## config.mk

```make
export PLATFORM = sky130hd
export DESIGN_NAME = cpu_stage_clock_sequencer
export DESIGN_NICKNAME = d
export VERILOG_FILES = /design/src/hw/seq_pkg.sv /design/src/hw/seq_regs_if.sv /design/src/hw/seq_regs.sv /design/src/hw/cpu_stage_clock_sequencer.sv
export SDC_FILE = /design/constraint.sdc
export NUM_CORES = 1
export LEC_CHECK = 0
export BUFFER_PORTS_ARGS = -buffer_cell sky130_fd_sc_hd__buf_2
export CAP_MARGIN = 20
export CORE_MARGIN = 1.5
export CORE_UTILIZATION = 50
export CTS_BUF_LIST = sky130_fd_sc_hd__clkbuf_16
export DETAILED_ROUTE_END_ITERATION = 6
export HOLD_SLACK_MARGIN = 0.06
export PLACE_DENSITY = 0.75
export SLEW_MARGIN = 25
export SYNTH_ARGS = -nofsm -noshare
export SYNTH_HDL_FRONTEND = slang
export SYNTH_HIERARCHICAL = 1
export SYNTH_SLANG_ARGS = --single-unit
```

## constraint.sdc

```tcl
create_clock -name hclk -period 5.57 [get_ports hclk]
set_clock_uncertainty 0.15 [all_clocks]
set_input_delay 0.8355 -clock hclk [delete_from_list [all_inputs] [get_ports hclk]]
set_output_delay 0.8355 -clock hclk [all_outputs]
set_load 0.01 [all_outputs]
```

## src/hw/seq_pkg.sv

```systemverilog
`default_nettype none
package seq_pkg;

  // ----------------------------------------
  // Register map (byte addresses)
  // ----------------------------------------
  localparam logic [3:0] ctrl_off = 4'h0;
  localparam logic [3:0] status_off = 4'h4;
  localparam logic [3:0] state_off = 4'h8;
  localparam logic [31:0] ctrl_rst = 32'h0000_0000;

  // ----------------------------------------
  // Field positions
  // ----------------------------------------
  localparam int ctrl_run_bit = 0;
  localparam int ctrl_nonpipe_bit = 1;
  localparam int status_active_bit = 8;

  // Clock output vector bit positions
  localparam int ck_1a = 0;
  localparam int ck_1b = 1;
  localparam int ck_2a = 2;
  localparam int ck_2b = 3;
  localparam int ck_3a = 4;
  localparam int ck_3b = 5;
  localparam int ck_a = 6;
  localparam int ck_b = 7;
  localparam logic [7:0] clk_rst = 8'h00;

  // ----------------------------------------
  // Sequencer states; power-on code is all zero
  // ----------------------------------------
  typedef enum logic [21:0] {
    st_init              = 22'h000000,
    st_free_a            = 22'h000001,
    st_free_b            = 22'h000002,
    st_fetch_start_pipe  = 22'h000004,
    st_s1_second_half    = 22'h000008,
    st_s12_first_half    = 22'h000010,
    st_s12_second_half   = 22'h000020,
    st_all_first_half    = 22'h000040,
    st_all_second_half   = 22'h000080,
    st_wait_a_pipe       = 22'h000100,
    st_wait_pipe         = 22'h000200,
    st_s2_first_half     = 22'h000400,
    st_s23_second_half   = 22'h000800,
    st_s3_first_half     = 22'h001000,
    st_s3_second_half    = 22'h002000,
    st_fetch_start_np    = 22'h004000,
    st_s1_second_half_np = 22'h008000,
    st_s2_first_half_np  = 22'h010000,
    st_s2_second_half_np = 22'h020000,
    st_s3_first_half_np  = 22'h040000,
    st_s3_second_half_np = 22'h080000,
    st_wait_a_np         = 22'h100000,
    st_wait_np           = 22'h200000
  } seq_state_t;

endpackage
`default_nettype wire

```

## src/hw/seq_regs_if.sv

```systemverilog
`timescale 1ns/1ps
`default_nettype none
interface seq_regs_if;
  logic sw_run;
  logic sw_nonpipe;
  logic [7:0] clocks;
  logic [21:0] state;

  modport regs (
    output sw_run,
    output sw_nonpipe,
    input clocks,
    input state
  );
  modport core (
    input sw_run,
    input sw_nonpipe,
    output clocks,
    output state
  );
endinterface
`default_nettype wire

```

## src/hw/seq_regs.sv

```systemverilog
`timescale 1ns/1ps
`default_nettype none
module seq_regs (
  // Clock and reset
  input wire logic hclk,
  input wire logic hresetn,
  // AHB-Lite slave
  input wire logic hsel,
  input wire logic [31:0] haddr,
  input wire logic [1:0] htrans,
  input wire logic hwrite,
  input wire logic [2:0] hsize,
  input wire logic [31:0] hwdata,
  input wire logic hready,
  output logic [31:0] hrdata,
  output logic hreadyout,
  output logic hresp,
  // Core side
  seq_regs_if.regs rif
);

  // ----------------------------------------
  // State
  // ----------------------------------------
  typedef struct packed {
    logic wr_pend;
    logic [3:0] wr_addr;
    logic [31:0] ctrl;
    logic [31:0] rdata;
  } regs_state_t;

  regs_state_t q;
  regs_state_t d;
  logic take;

  function automatic logic [31:0] read_mux(input logic [3:0] a,
                                           input logic [31:0] ctrl);
    logic [31:0] r;
    r = 32'h0000_0000;
    case (a)
      seq_pkg::ctrl_off: r = ctrl;
      seq_pkg::status_off: begin
        r[7:0] = rif.clocks;
        r[seq_pkg::status_active_bit] = (rif.state != 22'h000000) &&
          (rif.clocks[seq_pkg::ck_1a +: 6] != 6'h00);
      end
      seq_pkg::state_off: r[21:0] = rif.state;
      default: r = 32'h0000_0000;
    endcase
    return r;
  endfunction

  // ----------------------------------------
  // Next value
  // ----------------------------------------
  always_comb begin
    d = q;
    // Whole-word transfers only; hsize is not checked
    take = hsel && htrans[1] && hready;
    d.wr_pend = take && hwrite;
    d.wr_addr = haddr[3:0];
    if (q.wr_pend && q.wr_addr == seq_pkg::ctrl_off) begin
      d.ctrl = {30'h0, hwdata[seq_pkg::ctrl_nonpipe_bit],
                hwdata[seq_pkg::ctrl_run_bit]};
    end
    // Read sees a write finishing in the same cycle
    if (take && !hwrite) begin
      d.rdata = read_mux(haddr[3:0], d.ctrl);
    end
  end

  always_ff @(posedge hclk or negedge hresetn) begin
    if (!hresetn) begin
      q <= '{wr_pend: 1'b0, wr_addr: 4'h0, ctrl: seq_pkg::ctrl_rst,
             rdata: 32'h0000_0000};
    end else begin
      q <= d;
    end
  end

  // ----------------------------------------
  // Outputs
  // ----------------------------------------
  assign hrdata = q.rdata;
  assign hreadyout = 1'b1;
  assign hresp = 1'b0;
  assign rif.sw_run = q.ctrl[seq_pkg::ctrl_run_bit];
  assign rif.sw_nonpipe = q.ctrl[seq_pkg::ctrl_nonpipe_bit];

  logic unused_ok;
  assign unused_ok = ^{haddr[31:4], hsize, hwdata[31:2]};

endmodule
`default_nettype wire

```

## src/hw/cpu_stage_clock_sequencer.sv

```systemverilog
// Contract
// Reset sends the sequencer to power-on state from any state.
// Power-on goes to free-run A, then free-run B, unconditionally.
// With run inactive, alternate free-run A and B; no stage clocks.
// Nonpipe select high when run rises selects nonpipelined sequence.
// Nonpipe select low when run rises selects pipelined sequence.
// Run enters one of two fetch-start states; identical clocks.
// Wait states encoded apart from free-run B despite same outputs.
// All-stages second half: one exit on enabled irq, other otherwise.
// Stage-3 early clock only in all-first, s3-first, s3-first-np.
// Entries into all-first, s3-first and s3-first-np as specified.
// S12 and all-stages second halves go to fetch-start on irq.
// Exactly one successor per input combination; no illegal state.
// Free clocks half rate, mutually inverted, low during reset.
// Power-on state is all state and output bits zero.
// Enabled wait holds a wait state until wait deasserts.
// Enabled irq skips update clocks, beats wait, restarts stage 1.
// Clock outputs registered, decoded from state only.
// Driver syncs inputs and sets mode select before raising run.
//
// Local design decisions: the register offsets and the AHB-Lite register port.
`timescale 1ns/1ps
`default_nettype none
module cpu_stage_clock_sequencer (
  // Clock (sequencer_clock) and reset
  input wire logic hclk,
  input wire logic hresetn,
  // AHB-Lite slave
  input wire logic hsel,
  input wire logic [31:0] haddr,
  input wire logic [1:0] htrans,
  input wire logic hwrite,
  input wire logic [2:0] hsize,
  input wire logic [31:0] hwdata,
  input wire logic hready,
  output logic [31:0] hrdata,
  output logic hreadyout,
  output logic hresp,
  // Control inputs, already synchronous to hclk
  input wire logic run_in,
  input wire logic nonpipe_select,
  input wire logic irq_in,
  input wire logic irq_enable,
  input wire logic wait_in,
  input wire logic wait_enable,
  // Stage clocks
  output logic stage1_early_clock,
  output logic ir_update_clock,
  output logic stage2_early_clock,
  output logic alu_update_clock,
  output logic stage3_early_clock,
  output logic stage3_late_clock,
  // Free-running clocks
  output logic free_a_clock,
  output logic free_b_clock
);

  // ----------------------------------------
  // State
  // ----------------------------------------
  typedef struct packed {
    seq_pkg::seq_state_t st;
    logic [7:0] clk;
  } seq_core_t;

  seq_core_t q;
  seq_core_t d;
  logic run;
  logic nonpipe;
  logic irq_take;
  logic wait_take;

  seq_regs_if rif ();

  // ----------------------------------------
  // Request qualification
  // ----------------------------------------
  // Enable gates entry only; a held wait ignores it
  function automatic logic qualified(input logic req_in,
                                     input logic en_in);
    return req_in && en_in;
  endfunction

  // ----------------------------------------
  // Clock decode
  // ----------------------------------------
  // Moore decode: clocks depend on the state alone
  function automatic logic [7:0] clocks_of(input seq_pkg::seq_state_t s);
    logic [7:0] c;
    c = 8'h00;
    case (s)
      seq_pkg::st_init: c = 8'h00;
      seq_pkg::st_free_a, seq_pkg::st_wait_a_pipe,
      seq_pkg::st_wait_a_np: begin
        c[seq_pkg::ck_a] = 1'b1;
      end
      seq_pkg::st_free_b, seq_pkg::st_wait_pipe,
      seq_pkg::st_wait_np: begin
        c[seq_pkg::ck_b] = 1'b1;
      end
      seq_pkg::st_fetch_start_pipe, seq_pkg::st_fetch_start_np: begin
        c[seq_pkg::ck_1a] = 1'b1;
        c[seq_pkg::ck_a] = 1'b1;
      end
      seq_pkg::st_s1_second_half, seq_pkg::st_s1_second_half_np: begin
        c[seq_pkg::ck_1b] = 1'b1;
        c[seq_pkg::ck_b] = 1'b1;
      end
      seq_pkg::st_s12_first_half: begin
        c[seq_pkg::ck_1a] = 1'b1;
        c[seq_pkg::ck_2a] = 1'b1;
        c[seq_pkg::ck_a] = 1'b1;
      end
      seq_pkg::st_s12_second_half: begin
        c[seq_pkg::ck_1b] = 1'b1;
        c[seq_pkg::ck_2b] = 1'b1;
        c[seq_pkg::ck_b] = 1'b1;
      end
      seq_pkg::st_all_first_half: begin
        c[seq_pkg::ck_1a] = 1'b1;
        c[seq_pkg::ck_2a] = 1'b1;
        c[seq_pkg::ck_3a] = 1'b1;
        c[seq_pkg::ck_a] = 1'b1;
      end
      seq_pkg::st_all_second_half: begin
        c[seq_pkg::ck_1b] = 1'b1;
        c[seq_pkg::ck_2b] = 1'b1;
        c[seq_pkg::ck_3b] = 1'b1;
        c[seq_pkg::ck_b] = 1'b1;
      end
      seq_pkg::st_s2_first_half, seq_pkg::st_s2_first_half_np: begin
        c[seq_pkg::ck_2a] = 1'b1;
        c[seq_pkg::ck_a] = 1'b1;
      end
      seq_pkg::st_s23_second_half: begin
        c[seq_pkg::ck_2b] = 1'b1;
        c[seq_pkg::ck_3b] = 1'b1;
        c[seq_pkg::ck_b] = 1'b1;
      end
      seq_pkg::st_s2_second_half_np: begin
        c[seq_pkg::ck_2b] = 1'b1;
        c[seq_pkg::ck_b] = 1'b1;
      end
      seq_pkg::st_s3_first_half, seq_pkg::st_s3_first_half_np: begin
        c[seq_pkg::ck_3a] = 1'b1;
        c[seq_pkg::ck_a] = 1'b1;
      end
      seq_pkg::st_s3_second_half, seq_pkg::st_s3_second_half_np: begin
        c[seq_pkg::ck_3b] = 1'b1;
        c[seq_pkg::ck_b] = 1'b1;
      end
      default: c = 8'h00;
    endcase
    return c;
  endfunction

  // ----------------------------------------
  // Next state
  // ----------------------------------------
  always_comb begin
    d = q;
    // Pin and register requests are merged; caller keeps them synced
    run = run_in || rif.sw_run;
    nonpipe = nonpipe_select || rif.sw_nonpipe;
    irq_take = qualified(irq_in, irq_enable);
    wait_take = qualified(wait_in, wait_enable);
    // Every state but power-on is A-half or B-half, so free clocks alternate
    case (q.st)
      seq_pkg::st_init: d.st = seq_pkg::st_free_a;
      seq_pkg::st_free_a: d.st = seq_pkg::st_free_b;
      seq_pkg::st_free_b: begin
        // Mode is fixed by which fetch-start state is entered
        if (!run) begin
          d.st = seq_pkg::st_free_a;
        end else if (nonpipe) begin
          d.st = seq_pkg::st_fetch_start_np;
        end else begin
          d.st = seq_pkg::st_fetch_start_pipe;
        end
      end
      // Pipelined fill
      seq_pkg::st_fetch_start_pipe: d.st = seq_pkg::st_s1_second_half;
      seq_pkg::st_s1_second_half: d.st = seq_pkg::st_s12_first_half;
      seq_pkg::st_s12_first_half: d.st = seq_pkg::st_s12_second_half;
      seq_pkg::st_s12_second_half: begin
        if (irq_take) begin
          d.st = seq_pkg::st_fetch_start_pipe;
        end else begin
          d.st = seq_pkg::st_all_first_half;
        end
      end
      seq_pkg::st_all_first_half: d.st = seq_pkg::st_all_second_half;
      seq_pkg::st_all_second_half: begin
        // Interrupt checked ahead of wait and stop
        if (irq_take) begin
          d.st = seq_pkg::st_fetch_start_pipe;
        end else if (wait_take) begin
          d.st = seq_pkg::st_wait_a_pipe;
        end else if (!run) begin
          d.st = seq_pkg::st_s2_first_half;
        end else begin
          d.st = seq_pkg::st_all_first_half;
        end
      end
      // Wait pair keeps free clocks running while stalled
      seq_pkg::st_wait_a_pipe: d.st = seq_pkg::st_wait_pipe;
      seq_pkg::st_wait_pipe: begin
        if (wait_in) begin
          d.st = seq_pkg::st_wait_a_pipe;
        end else begin
          d.st = seq_pkg::st_all_first_half;
        end
      end
      // Pipelined drain
      // No 23A state, so 3A stays confined to three states
      seq_pkg::st_s2_first_half: d.st = seq_pkg::st_s23_second_half;
      seq_pkg::st_s23_second_half: d.st = seq_pkg::st_s3_first_half;
      seq_pkg::st_s3_first_half: d.st = seq_pkg::st_s3_second_half;
      seq_pkg::st_s3_second_half: d.st = seq_pkg::st_free_a;
      // Nonpipelined cycle
      seq_pkg::st_fetch_start_np: d.st = seq_pkg::st_s1_second_half_np;
      seq_pkg::st_s1_second_half_np: d.st = seq_pkg::st_s2_first_half_np;
      seq_pkg::st_s2_first_half_np: d.st = seq_pkg::st_s2_second_half_np;
      seq_pkg::st_s2_second_half_np: begin
        if (irq_take) begin
          d.st = seq_pkg::st_fetch_start_np;
        end else begin
          d.st = seq_pkg::st_s3_first_half_np;
        end
      end
      seq_pkg::st_s3_first_half_np: d.st = seq_pkg::st_s3_second_half_np;
      seq_pkg::st_s3_second_half_np: begin
        if (wait_take) begin
          d.st = seq_pkg::st_wait_a_np;
        end else if (run) begin
          d.st = seq_pkg::st_fetch_start_np;
        end else begin
          d.st = seq_pkg::st_free_a;
        end
      end
      seq_pkg::st_wait_a_np: d.st = seq_pkg::st_wait_np;
      seq_pkg::st_wait_np: begin
        if (wait_in) begin
          d.st = seq_pkg::st_wait_a_np;
        end else begin
          d.st = seq_pkg::st_fetch_start_np;
        end
      end
      // Unused codes fall back to power-on
      default: d.st = seq_pkg::st_init;
    endcase
    // Outputs registered alongside the state they decode
    d.clk = clocks_of(d.st);
  end

  // Async clear drops every clock output at once, whatever the state
  always_ff @(posedge hclk or negedge hresetn) begin
    if (!hresetn) begin
      q <= '{st: seq_pkg::st_init, clk: seq_pkg::clk_rst};
    end else begin
      q <= d;
    end
  end

  // ----------------------------------------
  // Register slave
  // ----------------------------------------
  seq_regs u_regs (
    .hclk(hclk),
    .hresetn(hresetn),
    .hsel(hsel),
    .haddr(haddr),
    .htrans(htrans),
    .hwrite(hwrite),
    .hsize(hsize),
    .hwdata(hwdata),
    .hready(hready),
    .hrdata(hrdata),
    .hreadyout(hreadyout),
    .hresp(hresp),
    .rif(rif.regs)
  );

  // ----------------------------------------
  // Status feed
  // ----------------------------------------
  // Slave reads the registered copy, never the next value
  assign rif.clocks = q.clk;
  assign rif.state = q.st;

  // ----------------------------------------
  // Outputs
  // ----------------------------------------
  assign stage1_early_clock = q.clk[seq_pkg::ck_1a];
  assign ir_update_clock = q.clk[seq_pkg::ck_1b];
  assign stage2_early_clock = q.clk[seq_pkg::ck_2a];
  assign alu_update_clock = q.clk[seq_pkg::ck_2b];
  assign stage3_early_clock = q.clk[seq_pkg::ck_3a];
  assign stage3_late_clock = q.clk[seq_pkg::ck_3b];
  // Straight off flip-flops, so no decode glitch reaches the datapath
  assign free_a_clock = q.clk[seq_pkg::ck_a];
  assign free_b_clock = q.clk[seq_pkg::ck_b];

endmodule
`default_nettype wire

```

==> results of run 1 <==
[worst min path at each step]
stage,cells after the start,end,from
6_report,1,u_regs/hrdata[5]$_DFFE_PN0P_,hresetn
5_1_grt,1,u_regs/hrdata[5]$_DFFE_PN0P_,hresetn
4_1_cts,1,u_regs/hrdata[5]$_DFFE_PN0P_,hresetn
3_5_place_dp,1,u_regs/q[52]$_DFF_PN0_,u_regs/q[52]$_DFF_PN0_
3_3_place_gp,1,u_regs/q[44]$_DFF_PN0_,u_regs/q[44]$_DFF_PN0_
2_1_floorplan,1,u_regs/q[41]$_DFF_PN0_,u_regs/q[41]$_DFF_PN0_
[logic make-up after synthesis]
family	synth area share
flops	0.559
xor+xnor	0.00593
mux	0.00508
other cells	0.00169
buf+inv	0.0773
compound gates	0.103
simple gates	0.248
[worst register-to-register path, delay by kind of cell, from the launching register on]
| family | cells | cell delay, ns |
|---|---|---|
| and+or+nand+nor | 5 | 1.79 |
| DFF | 1 | 0.52 |
[per-layer routing]
metal  vias to the layer above  routed length, um  GRT usage
met5                         -                  0          0
met4                         0                216     0.0847
met3                        22                403     0.0381
met2                        90               4340      0.309
met1                      1504               4350      0.295
li1                       1393                  -          -
[metrics by stage]
| stage | hold slack, ns | cell area (um2) | power (W) | setup slack (ns) | utilization |
|---|---|---|---|---|---|
| global placement | 0.310 | 4540 | 0.00106 | 2.37 | 0.526 |
| global route | 0.332 | 4840 | 0.00175 | 2.58 | 0.560 |
| CTS | 0.309 | 4840 | 0.00169 | 2.71 | 0.560 |
| finish | 0.287 | 4840 | 0.00168 | 2.73 | 0.560 |
| floorplan | 0.294 | 4430 | 0.000974 | 3.21 | - |
| detailed placement | 0.313 | 4540 | 0.00106 | 2.35 | 0.526 |
[report_power, final]
part,total (W),internal [W],switching (W)
Combinational,0.000266,0.000105,0.000161
Clock,0.000628,0.000352,0.000276
Sequential,0.000790,0.000749,0.0000403
Total,0.00168,0.00121,0.000477
[state kept, by name (all words and copies together) (netlist names)]
name / count
u_regs/rif.sw_nonpipe: 1
u_regs/hrdata: 32
rif.state: 22
u_regs/q: 35
rif.clocks: 8
u_regs/rif.sw_run: 1
[layout by cell type (no fill, tap or decap), drive strengths merged, types with 9 or more instances in the layout]
cell	netlist	routed
dfrtp	99	99
nor4	18	18
buf	40	60
a221o	21	21
clkbuf	9	9
nand2	14	14
and3	16	16
a22o	10	10
and2	30	30
nor2	24	24
nor3	9	9
[cell type report]
type,count,area share
sequential,99,0.512
multi-input combinational,223,0.333
timing repair buffer,60,0.0641
clock buffer,9,0.0465
tap,108,0.0279
clock inverter,7,0.0155
inverter,1,0.000776
==> impl_metrics.csv, run 1 <==
group,metric,value,unit
run_status,status,"complete, no violations",
floorplan,core_region_area,0.00864,mm2
critical_path,r2r_setup_slack,3.05,ns
grt,antenna_found_initial,0,
critical_path,crit_family,"simple AND/OR/NAND/NOR gates",
final_layout,drive_above_1_share,0.233,
clock_network,cts-resized-gates,0,
clock_network,clkSinkCount,99,
critical_path,criticalPathCategory,"primary input to flop",
logic_synthesis,netlist_area,0.00443,mm2
critical_path,r2r_cells,5,
routing,routedWlPerCell,18.3,um
logic_synthesis,yosys.area.top_type,"dfrtp_1",
logic_synthesis,ys_top_cells_by_count,"99 x dfrtp_1, 35 x buf_4, 30 x and2_1",
logic_synthesis,async_flop_share,1.00,
pwr,p_per_area,348,mW/mm2
final_layout,fin_cells,507,
job,drv_cap,0,
logic_synthesis,synth_cell_types,57,
logic_synthesis,netlist_instances,372,
critical_path,crit_chain,"buf_2, nand4b_4, or3_1, nor3b_4, a221o_1",
floorplan,die_x,97.2,um
pwr,ir_drop,0.158,mV
floorplan,initial_core_util,0.513,
clock_network,cts_buffers,9,
routing,drc,0,
floorplan,die_area,0.00944,mm2
sta,period_share,0.511,
logic_synthesis,ys_top_cells_by_area,"dfrtp_1 56%, buf_4 5.9%, a221o_1 4.7%",
clock_network,clock_path_buffers,2,
critical_path,rr_startpoint,"rif.state[5]$_DFF_PN0_",
critical_path,endpoint_kind,"flop",
clock_network,root_buffer,"clkbuf_16",
clock_network,clk_pin_slew,0.07,ns
grt,grt_pass1_vias,2915,
final_layout,areaGrowthSynthToFinish,9.17,%
routing,detail_route.iter0.violations,287,
grt,track_usage,0.205,
critical_path,critPathRequiredTime,5.70,ns
logic_synthesis,synth.top_cell.area_share,0.559,
grt,grt_pass1_wl,15500,um
logic_synthesis,yosysMostFrequentCell,"dfrtp_1",
min_path,hold_class,"primary input to asynchronous set/reset pin",
final_layout,fillerInstances,722,
critical_path,worst-path-stages,5,
final_layout,diodes,0,
sta,hold_violations,0,
sta,slew_violations,0,
clock_network,insertion_delay,0.34,ns
routing,ant_nets,0,
placement,port_buffers,57,
critical_path,cp_max_fo,35,
grt,grt_overflow,0,
critical_path,startpoint_type,"primary input",
clock_network,cts_setup_buffers,0,
sta,rsz0062_at_grt,"false",
clock_network,htreeDepth,3,
critical_path,cp_num_buf_inv,1,
routing,wl,9300,um
logic_synthesis,synth_ff_type,"dfrtp_1",
critical_path,crit_path_end,"u_regs/hrdata[20]$_DFFE_PN0P_",
placement,dpl.cell_count,491,
critical_path,cp_slowest_cell,"or3_1",
final_layout,multi_input_area,0.00161,mm2
routing,routed-via-count,3009,
pwr,leakage,2.46,nW
sta,slew_headroom,0.492,
logic_synthesis,syn_nets,452,
sta,max_freq,0.352,GHz
placement,place_congestion,0.933,
logic_synthesis,syn_avg_cell_area,11.9,um2
critical_path,r2r_end,"rif.clocks[5]$_DFF_PN0_",
critical_path,cp-startpoint,"hwrite",
grt,grt_max_degree,63,
sta,fin_crit,2.84,ns
final_layout,nets,474,
critical_path,arrival,2.97,ns
logic_synthesis,ys_warn_count,6,
routing,vias_per_cell,5.93,
final_layout,regArea,0.00248,mm2
placement,post-dp-hpwl,6400,um
sta,tightest_slew,0.762,ns
floorplan,num_rows,34,
floorplan,die_h,97.2,um
logic_synthesis,ys_seq_area_frac,0.559,
logic_synthesis,synth_edf_count,0,
clock_network,cts_hold_buffers,0,
clock_network,cts_tree,"done",
logic_synthesis,ys_ff_latch,99,
routing,drtPass1Iterations,4,
floorplan,io_pins,122,
critical_path,cpPeakStageDelay,0.67,ns
sta,fin_setup_tns,0,ns
sta,setup_violations,0,
(Power assumes the default switching activity.)
==> run 2: changes to the inputs <==
ABC_AREA = 1   (was not set)
CORE_UTILIZATION = 48   (was 50)
PLACE_DENSITY = 0.74   (was 0.75)
clock period = 2.5 ns   (was 5.57 ns; I/O delays follow)
==> run 2 against run 1 <==
Net effect:
- combinational power grew 110%
- first-iteration DRC count shrank 19%
- non-clock buffer count grew 6
- synthesized area grew 11%
- synthesized cell count grew 54%
- clock power grew 120%
- global-route usage shrank 0.18 points
- total power grew 120%
- sequential power grew 120%
- worst setup slack lost 2.1 ns
- worst hold slack lost 0.17 ns
- critical path depth grew 4
- critical path type is now flop to flop
- largest cell class unchanged
==> impl_metrics.csv, run 2 <==
group,metric,value,unit
grt,grt_pass1_wl,17600,um
pwr,ir_drop,0.298,mV
clock_network,insertion_delay,0.35,ns
sta,slew_headroom,0.658,
logic_synthesis,ys_top_cells_by_count,"145 x nand2_1, 99 x dfrtp_1, 85 x inv_1",
clock_network,cts_tree,"done",
job,drv_cap,0,
logic_synthesis,synth_cell_types,30,
routing,routed-via-count,3616,
final_layout,final_common_cell,"nand2_1",
final_layout,fillerInstances,854,
placement,place_congestion,0.928,
critical_path,arrival,1.95,ns
critical_path,cp_max_fo,9,
min_path,hold_class,"primary input to flop",
logic_synthesis,synth_edf_count,0,
logic_synthesis,syn_avg_cell_area,8.61,um2
routing,wl,10200,um
sta,fin_setup_tns,0,ns
placement,post-dp-hpwl,7330,um
grt,grt_overflow,0,
min_path,holdPathEnd,"u_regs/q[68]$_DFF_PN0_",
grt,antenna_found_initial,0,
sta,setup_violations,0,
critical_path,r2r_cells,9,
clock_network,root_buffer,"clkbuf_16",
clock_network,clock_path_buffers,2,
pwr,leakage,3.27,nW
min_path,hold-path-cell-count,3,
final_layout,regMostFlops,"u_regs/q",
logic_synthesis,synth_ff_type,"dfrtp_1",
logic_synthesis,ys_warn_count,6,
routing,drc,0,
floorplan,die_area,0.0109,mm2
min_path,hold_start,"hwrite",
logic_synthesis,synth.top_cell.area_share,0.503,
sta,max_freq,0.526,GHz
critical_path,r2r_setup_slack,0.60,ns
clock_network,cts-resized-gates,0,
critical_path,r2r_end,"rif.clocks[7]$_DFF_PN0_",
clock_network,clkSinkCount,99,
logic_synthesis,ys_ff_latch,99,
critical_path,startpoint_type,"flop",
critical_path,endpoint_kind,"flop",
sta,period_share,0.760,
clock_network,cts_setup_buffers,0,
final_layout,diodes,0,
critical_path,rr_startpoint,"rif.state[8]$_DFF_PN0_",
floorplan,num_rows,36,
grt,grt_pass1_vias,3603,
final_layout,layout_common_cells,"145 x nand2_1, 99 x dfrtp_1, 85 x inv_1",
sta,fin_crit,1.90,ns
final_layout,final_area,0.00544,mm2
logic_synthesis,ys_seq_area_frac,0.503,
logic_synthesis,netlist_area,0.00493,mm2
routing,vias_per_cell,4.89,
logic_synthesis,syn_nets,652,
logic_synthesis,yosys.area.top_type,"dfrtp_1",
placement,dpl_cell_area,0.00508,mm2
grt,track_usage,0.204,
clock_network,clk_pin_slew,0.07,ns
final_layout,areaGrowthSynthToFinish,10.3,%
clock_network,cts_buffers,9,
routing,drtPass1Iterations,5,
floorplan,io_pins,122,
clock_network,cts_hold_buffers,5,
floorplan,initial_core_util,0.499,
sta,hold_violations,0,
floorplan,die_h,104,um
grt,grt_max_degree,76,
pwr,p_per_area,678,mW/mm2
placement,port_buffers,57,
logic_synthesis,netlist_instances,572,
floorplan,die_x,104,um
logic_synthesis,yosysMostFrequentCell,"nand2_1",
final_layout,largest_reg_flops,35,
critical_path,critPathRequiredTime,2.55,ns
final_layout,drive_above_1_share,0.232,
routing,ant_nets,0,
routing,routedWlPerCell,13.8,um
floorplan,core_region_area,0.00986,mm2
logic_synthesis,async_flop_share,1.00,
pwr,power,0.00369,W
final_layout,nets,682,
logic_synthesis,ys_top_cells_by_area,"dfrtp_1 50%, nand2_1 11%, inv_1 6.5%",
sta,tightest_slew,0.512,ns
critical_path,criticalPathCategory,"flop to flop",
sta,slew_violations,0,
routing,detail_route.iter0.violations,232,
sta,rsz0062_at_grt,"false",
clock_network,htreeDepth,3,
run_status,status,"complete, no violations",
==> run 2: changes by cell type in the layout (fill, tap and decap cells not counted), sizes merged, moves of 8 or more <==
cell    change
a221o      -21
a22o       -10
a22oi       -8
and2       -28
and3       -16
inv        +88
nand2     +142
nand3      +49
nand4       +8
nor2       +42
nor4       -14
o211ai     +13
o21ai      +12
==> run 2: worst max-delay path by stage <==
stage,start,end,slack (ns)
floorplan,rif.state[9]$_DFF_PN0_,rif.clocks[6]$_DFF_PN0_,0.96
global placement,run_in,rif.clocks[6]$_DFF_PN0_,0.60
detailed placement,run_in,rif.clocks[6]$_DFF_PN0_,0.55
CTS,rif.state[21]$_DFF_PN0_,rif.clocks[7]$_DFF_PN0_,0.62
global route,rif.state[8]$_DFF_PN0_,rif.clocks[7]$_DFF_PN0_,0.42
finish,rif.state[8]$_DFF_PN0_,rif.clocks[7]$_DFF_PN0_,0.60
==> run 2: logic make-up (layout without fill, tap and decap cells) <==
family / Yosys count / after routing / share of synthesized area
other: 2 / 2 / 0.00152
buffers and inverters: 139 / 174 / 0.139
DFF: 99 / 99 / 0.503
AOI/OAI and AO/OA: 26 / 26 / 0.0531
and+or+nand+nor: 306 / 306 / 0.303
==> run 2: metrics by stage <==
step / utilization / hold WS, ns / cells / setup slack [ns]
after floorplan: - / -0.0706 / 572 / 0.958
after global placement: 0.515 / 0.143 / 719 / 0.597
after detailed placement: 0.515 / 0.152 / 719 / 0.552
after CTS: 0.551 / 0.112 / 740 / 0.622
after global routing: 0.551 / 0.141 / 740 / 0.425
final: 0.551 / 0.119 / 740 / 0.600
==> run 2: layer usage <==
layer	vias to the layer above	wire, um	part of all wire	global-route usage
met1	1699	4590	0.45	0.267
met2	90	4910	0.48	0.332
li1	1807	-	-	-
met5	-	0	0	0
met4	0	215	0.021	0.0794
met3	20	491	0.048	0.0414
==> run 2: layout make-up <==
class	instances	area, um2	area share
clock buffers	9	225	0.0414
well taps	133	166	0.0306
multi-input cells	334	1760	0.325
repair buffers	66	380	0.0700
flip-flops and latches	99	2480	0.456
inverters	92	345	0.0635
clock inverters	7	76.3	0.0140
==> run 2: report_power, final <==
part / total, W / internal (W) / switching, W
sequential: 0.00173 / 0.00167 / 0.0000637
clock: 0.00139 / 0.000780 / 0.000614
combinational: 0.000564 / 0.000181 / 0.000383
==> run 2: critical path, stage by stage, from the launching register on <==
cell	delay, ns
dfrtp_1	0.49
nor2_2	0.11
nand2_4	0.13
nor2_8	0.06
nand2_4	0.07
inv_1	0.08
nand2_1	0.15
nand2_1	0.07
nor3_1	0.28
nand3_1	0.16
==> run 3: changes to the inputs <==
CORE_UTILIZATION = 50   (was 48)
clock period = 1.9 ns   (was 2.5 ns; I/O delays follow)
==> run 3 against run 2 <==
Net effect:
- total power is 40% higher
- maximum frequency increased by 3.7%
- combinational power is 42% higher
- core utilization increased by 3.4 points
- non-clock buffer count up 16
- worst hold slack better by 0.043 ns
- cell count rose by 2.2%
- cell area rose by 4.3%
- register-to-register slack got worse by 0.53 ns
- via count is 5.1% higher
- critical path type unchanged
==> impl_metrics.csv, run 3 (same netlist as run 2, synthesis figures left out) <==
group,metric,value,unit
run_status,status,"complete, no violations",
sta,rsz0062_at_grt,"true",
placement,place_congestion,0.871,
grt,grt_max_degree,38,
placement,dpl.cell_count,731,
sta,period_share,0.964,
final_layout,regMostFlops,"u_regs/q",
placement,place_ws,0.0842,ns
final_layout,layout_common_cells,"145 x nand2_1, 93 x dfrtp_1, 85 x inv_1",
sta,fin_ws,0.0681,ns
pwr,leakage,3.36,nW
critical_path,cp_num_buf_inv,1,
clock_network,clk_pin_slew,0.07,ns
floorplan,num_rows,36,
sta,slew_violations,0,
final_layout,diodes,0,
clock_network,insertion_delay,0.34,ns
sta,slew_headroom,0.661,
final_layout,regArea,0.00248,mm2
clock_network,cts_tree,"done",
clock_network,root_buffer,"clkbuf_16",
critical_path,arrival,1.95,ns
job,drv_cap,0,
floorplan,die_x,102,um
critical_path,crit_chain,"inv_1, nand2_1, nor2_4, nand2_2, nor2_1, nor2_1, nand2_1, nor3_1, nand2_1",
critical_path,endpoint_kind,"flop",
final_layout,nets,698,
floorplan,die_h,102,um
critical_path,cp_common_cell,"nand2_1",
floorplan,die_area,0.0105,mm2
grt,grt_pass1_wl,17400,um
critical_path,critPathRequiredTime,2.02,ns
floorplan,initial_core_util,0.509,
grt,track_usage,0.217,
min_path,hold_start,"wait_enable",
pwr,p_sw_frac,0.271,
pwr,p_per_area,911,mW/mm2
critical_path,cp_max_fo,5,
critical_path,cp_slowest_cell,"dfrtp_2",
final_layout,areaGrowthSynthToFinish,15.1,%
pwr,ir_drop,0.460,mV
routing,ant_nets,0,
sta,hold_violations,0,
routing,routed-via-count,3801,
routing,routedWlPerCell,13.9,um
critical_path,startpoint_type,"flop",
routing,drtPass1Iterations,7,
grt,grt_overflow,0,
pwr,clock_power_share,0.404,
routing,drc,0,
placement,port_buffers,57,
final_layout,largest_reg_flops,35,
pwr,pwr-share-comb,0.155,
pwr,power,0.00516,W
placement,post-dp-hpwl,7570,um
final_layout,final_common_cell,"nand2_1",
floorplan,core_region_area,0.00968,mm2
critical_path,cp-startpoint,"rif.state[20]$_DFF_PN0_",
final_layout,fillerInstances,816,
sta,setup_violations,0,
routing,vias_per_cell,5.03,
grt,grt_pass1_vias,3690,
critical_path,cpPeakStageDelay,0.45,ns
critical_path,crit_family,"simple AND/OR/NAND/NOR gates",
sta,tightest_slew,0.509,ns
final_layout,drive_above_1_share,0.260,
sta,fin_crit,1.83,ns
routing,detail_route.iter0.violations,278,
critical_path,rr_startpoint,"rif.state[20]$_DFF_PN0_",
final_layout,fin_cells,756,
min_path,hold_class,"primary input to flop",
routing,wl,10500,um
clock_network,cts_buffers,9,
sta,max_freq,0.546,GHz
grt,antenna_found_initial,0,
pwr,seq_power_share,0.441,
pwr,intPower,0.00376,W
final_layout,multi_input_area,0.00180,mm2
clock_network,clock_path_buffers,2,
critical_path,criticalPathCategory,"flop to flop",
floorplan,io_pins,122,
clock_network,clkSinkCount,99,
pwr,switchingPower,0.00140,W
clock_network,htreeDepth,3,
sta,hold_slack,0.162,ns
-- run 3: cell count changes in the layout (fill, tap and decap cells not counted), sizes merged --
cell,delta
clkinv,-3
buf,+13
dlygate4sd3,+3
inv,+1
bufinv,+2
-- run 3: area by class of cell --
cell class                 instances  share of cell area
timing repair buffer              82              0.0918
multi-input combinational        334               0.318
sequential                        99               0.438
tap                              133              0.0294
clock inverter                     7              0.0216
inverter                          92              0.0614
clock buffer                       9              0.0397
-- run 3: metal layers --
metal,wire length (um),part of all wire,global-route usage
met3,441,0.042,0.0451
met1,4620,0.44,0.279
met5,0,0,0
met4,256,0.024,0.0948
met2,5200,0.49,0.356
-- run 3: path summary, 6_finish.rpt --
kind                       cells past startpoint                             to  slack [ns]
setup / recovery                               9        rif.clocks[6]$_DFF_PN0_        0.07
hold / removal                                 5         rif.state[8]$_DFF_PN0_        0.16
setup reg to reg                               9        rif.clocks[6]$_DFF_PN0_        0.07
hold reg to reg                                2         u_regs/q[42]$_DFF_PN0_        0.32
max in group asynchronous                      3        rif.state[18]$_DFF_PN0_        0.75
min in group asynchronous                      2  u_regs/hrdata[12]$_DFFE_PN0P_        0.32
-- run 3: through the flow --
stage	setup TNS [ns]	util	instance area (um2)
finish	0	0.585	5670
global route	-0.0826	0.585	5670
CTS	0	0.580	5610
detailed placement	0	0.536	5190
global placement	0	0.536	5190
floorplan	0	-	4930
-- run 3: power by group through the flow --
stage | clock, W | sequential, W | combinational [W]
2_1_floorplan | 0 | 0.00231 | 0.000501
3_3_place_gp | 0 | 0.00230 | 0.000752
3_5_place_dp | 0 | 0.00231 | 0.000760
4_1_cts | 0.00212 | 0.00227 | 0.000776
5_1_grt | 0.00222 | 0.00228 | 0.000894
6_report | 0.00208 | 0.00228 | 0.000801
-- run 3: timing repair --
item | CTS | global route
gates resized for setup | 0 | 15
endpoints found under the setup margin | 0 | 19
setup buffers | 0 | 1
hold endpoints to repair | 39 | 0
hold buffers | 8 | 0
-- run 3: worst min-delay path: stages --
cell     delay, ns
buf_2         0.09
nand3_1       0.06
nand2_1       0.06
nand2_1       0.07
inv_1         0.06
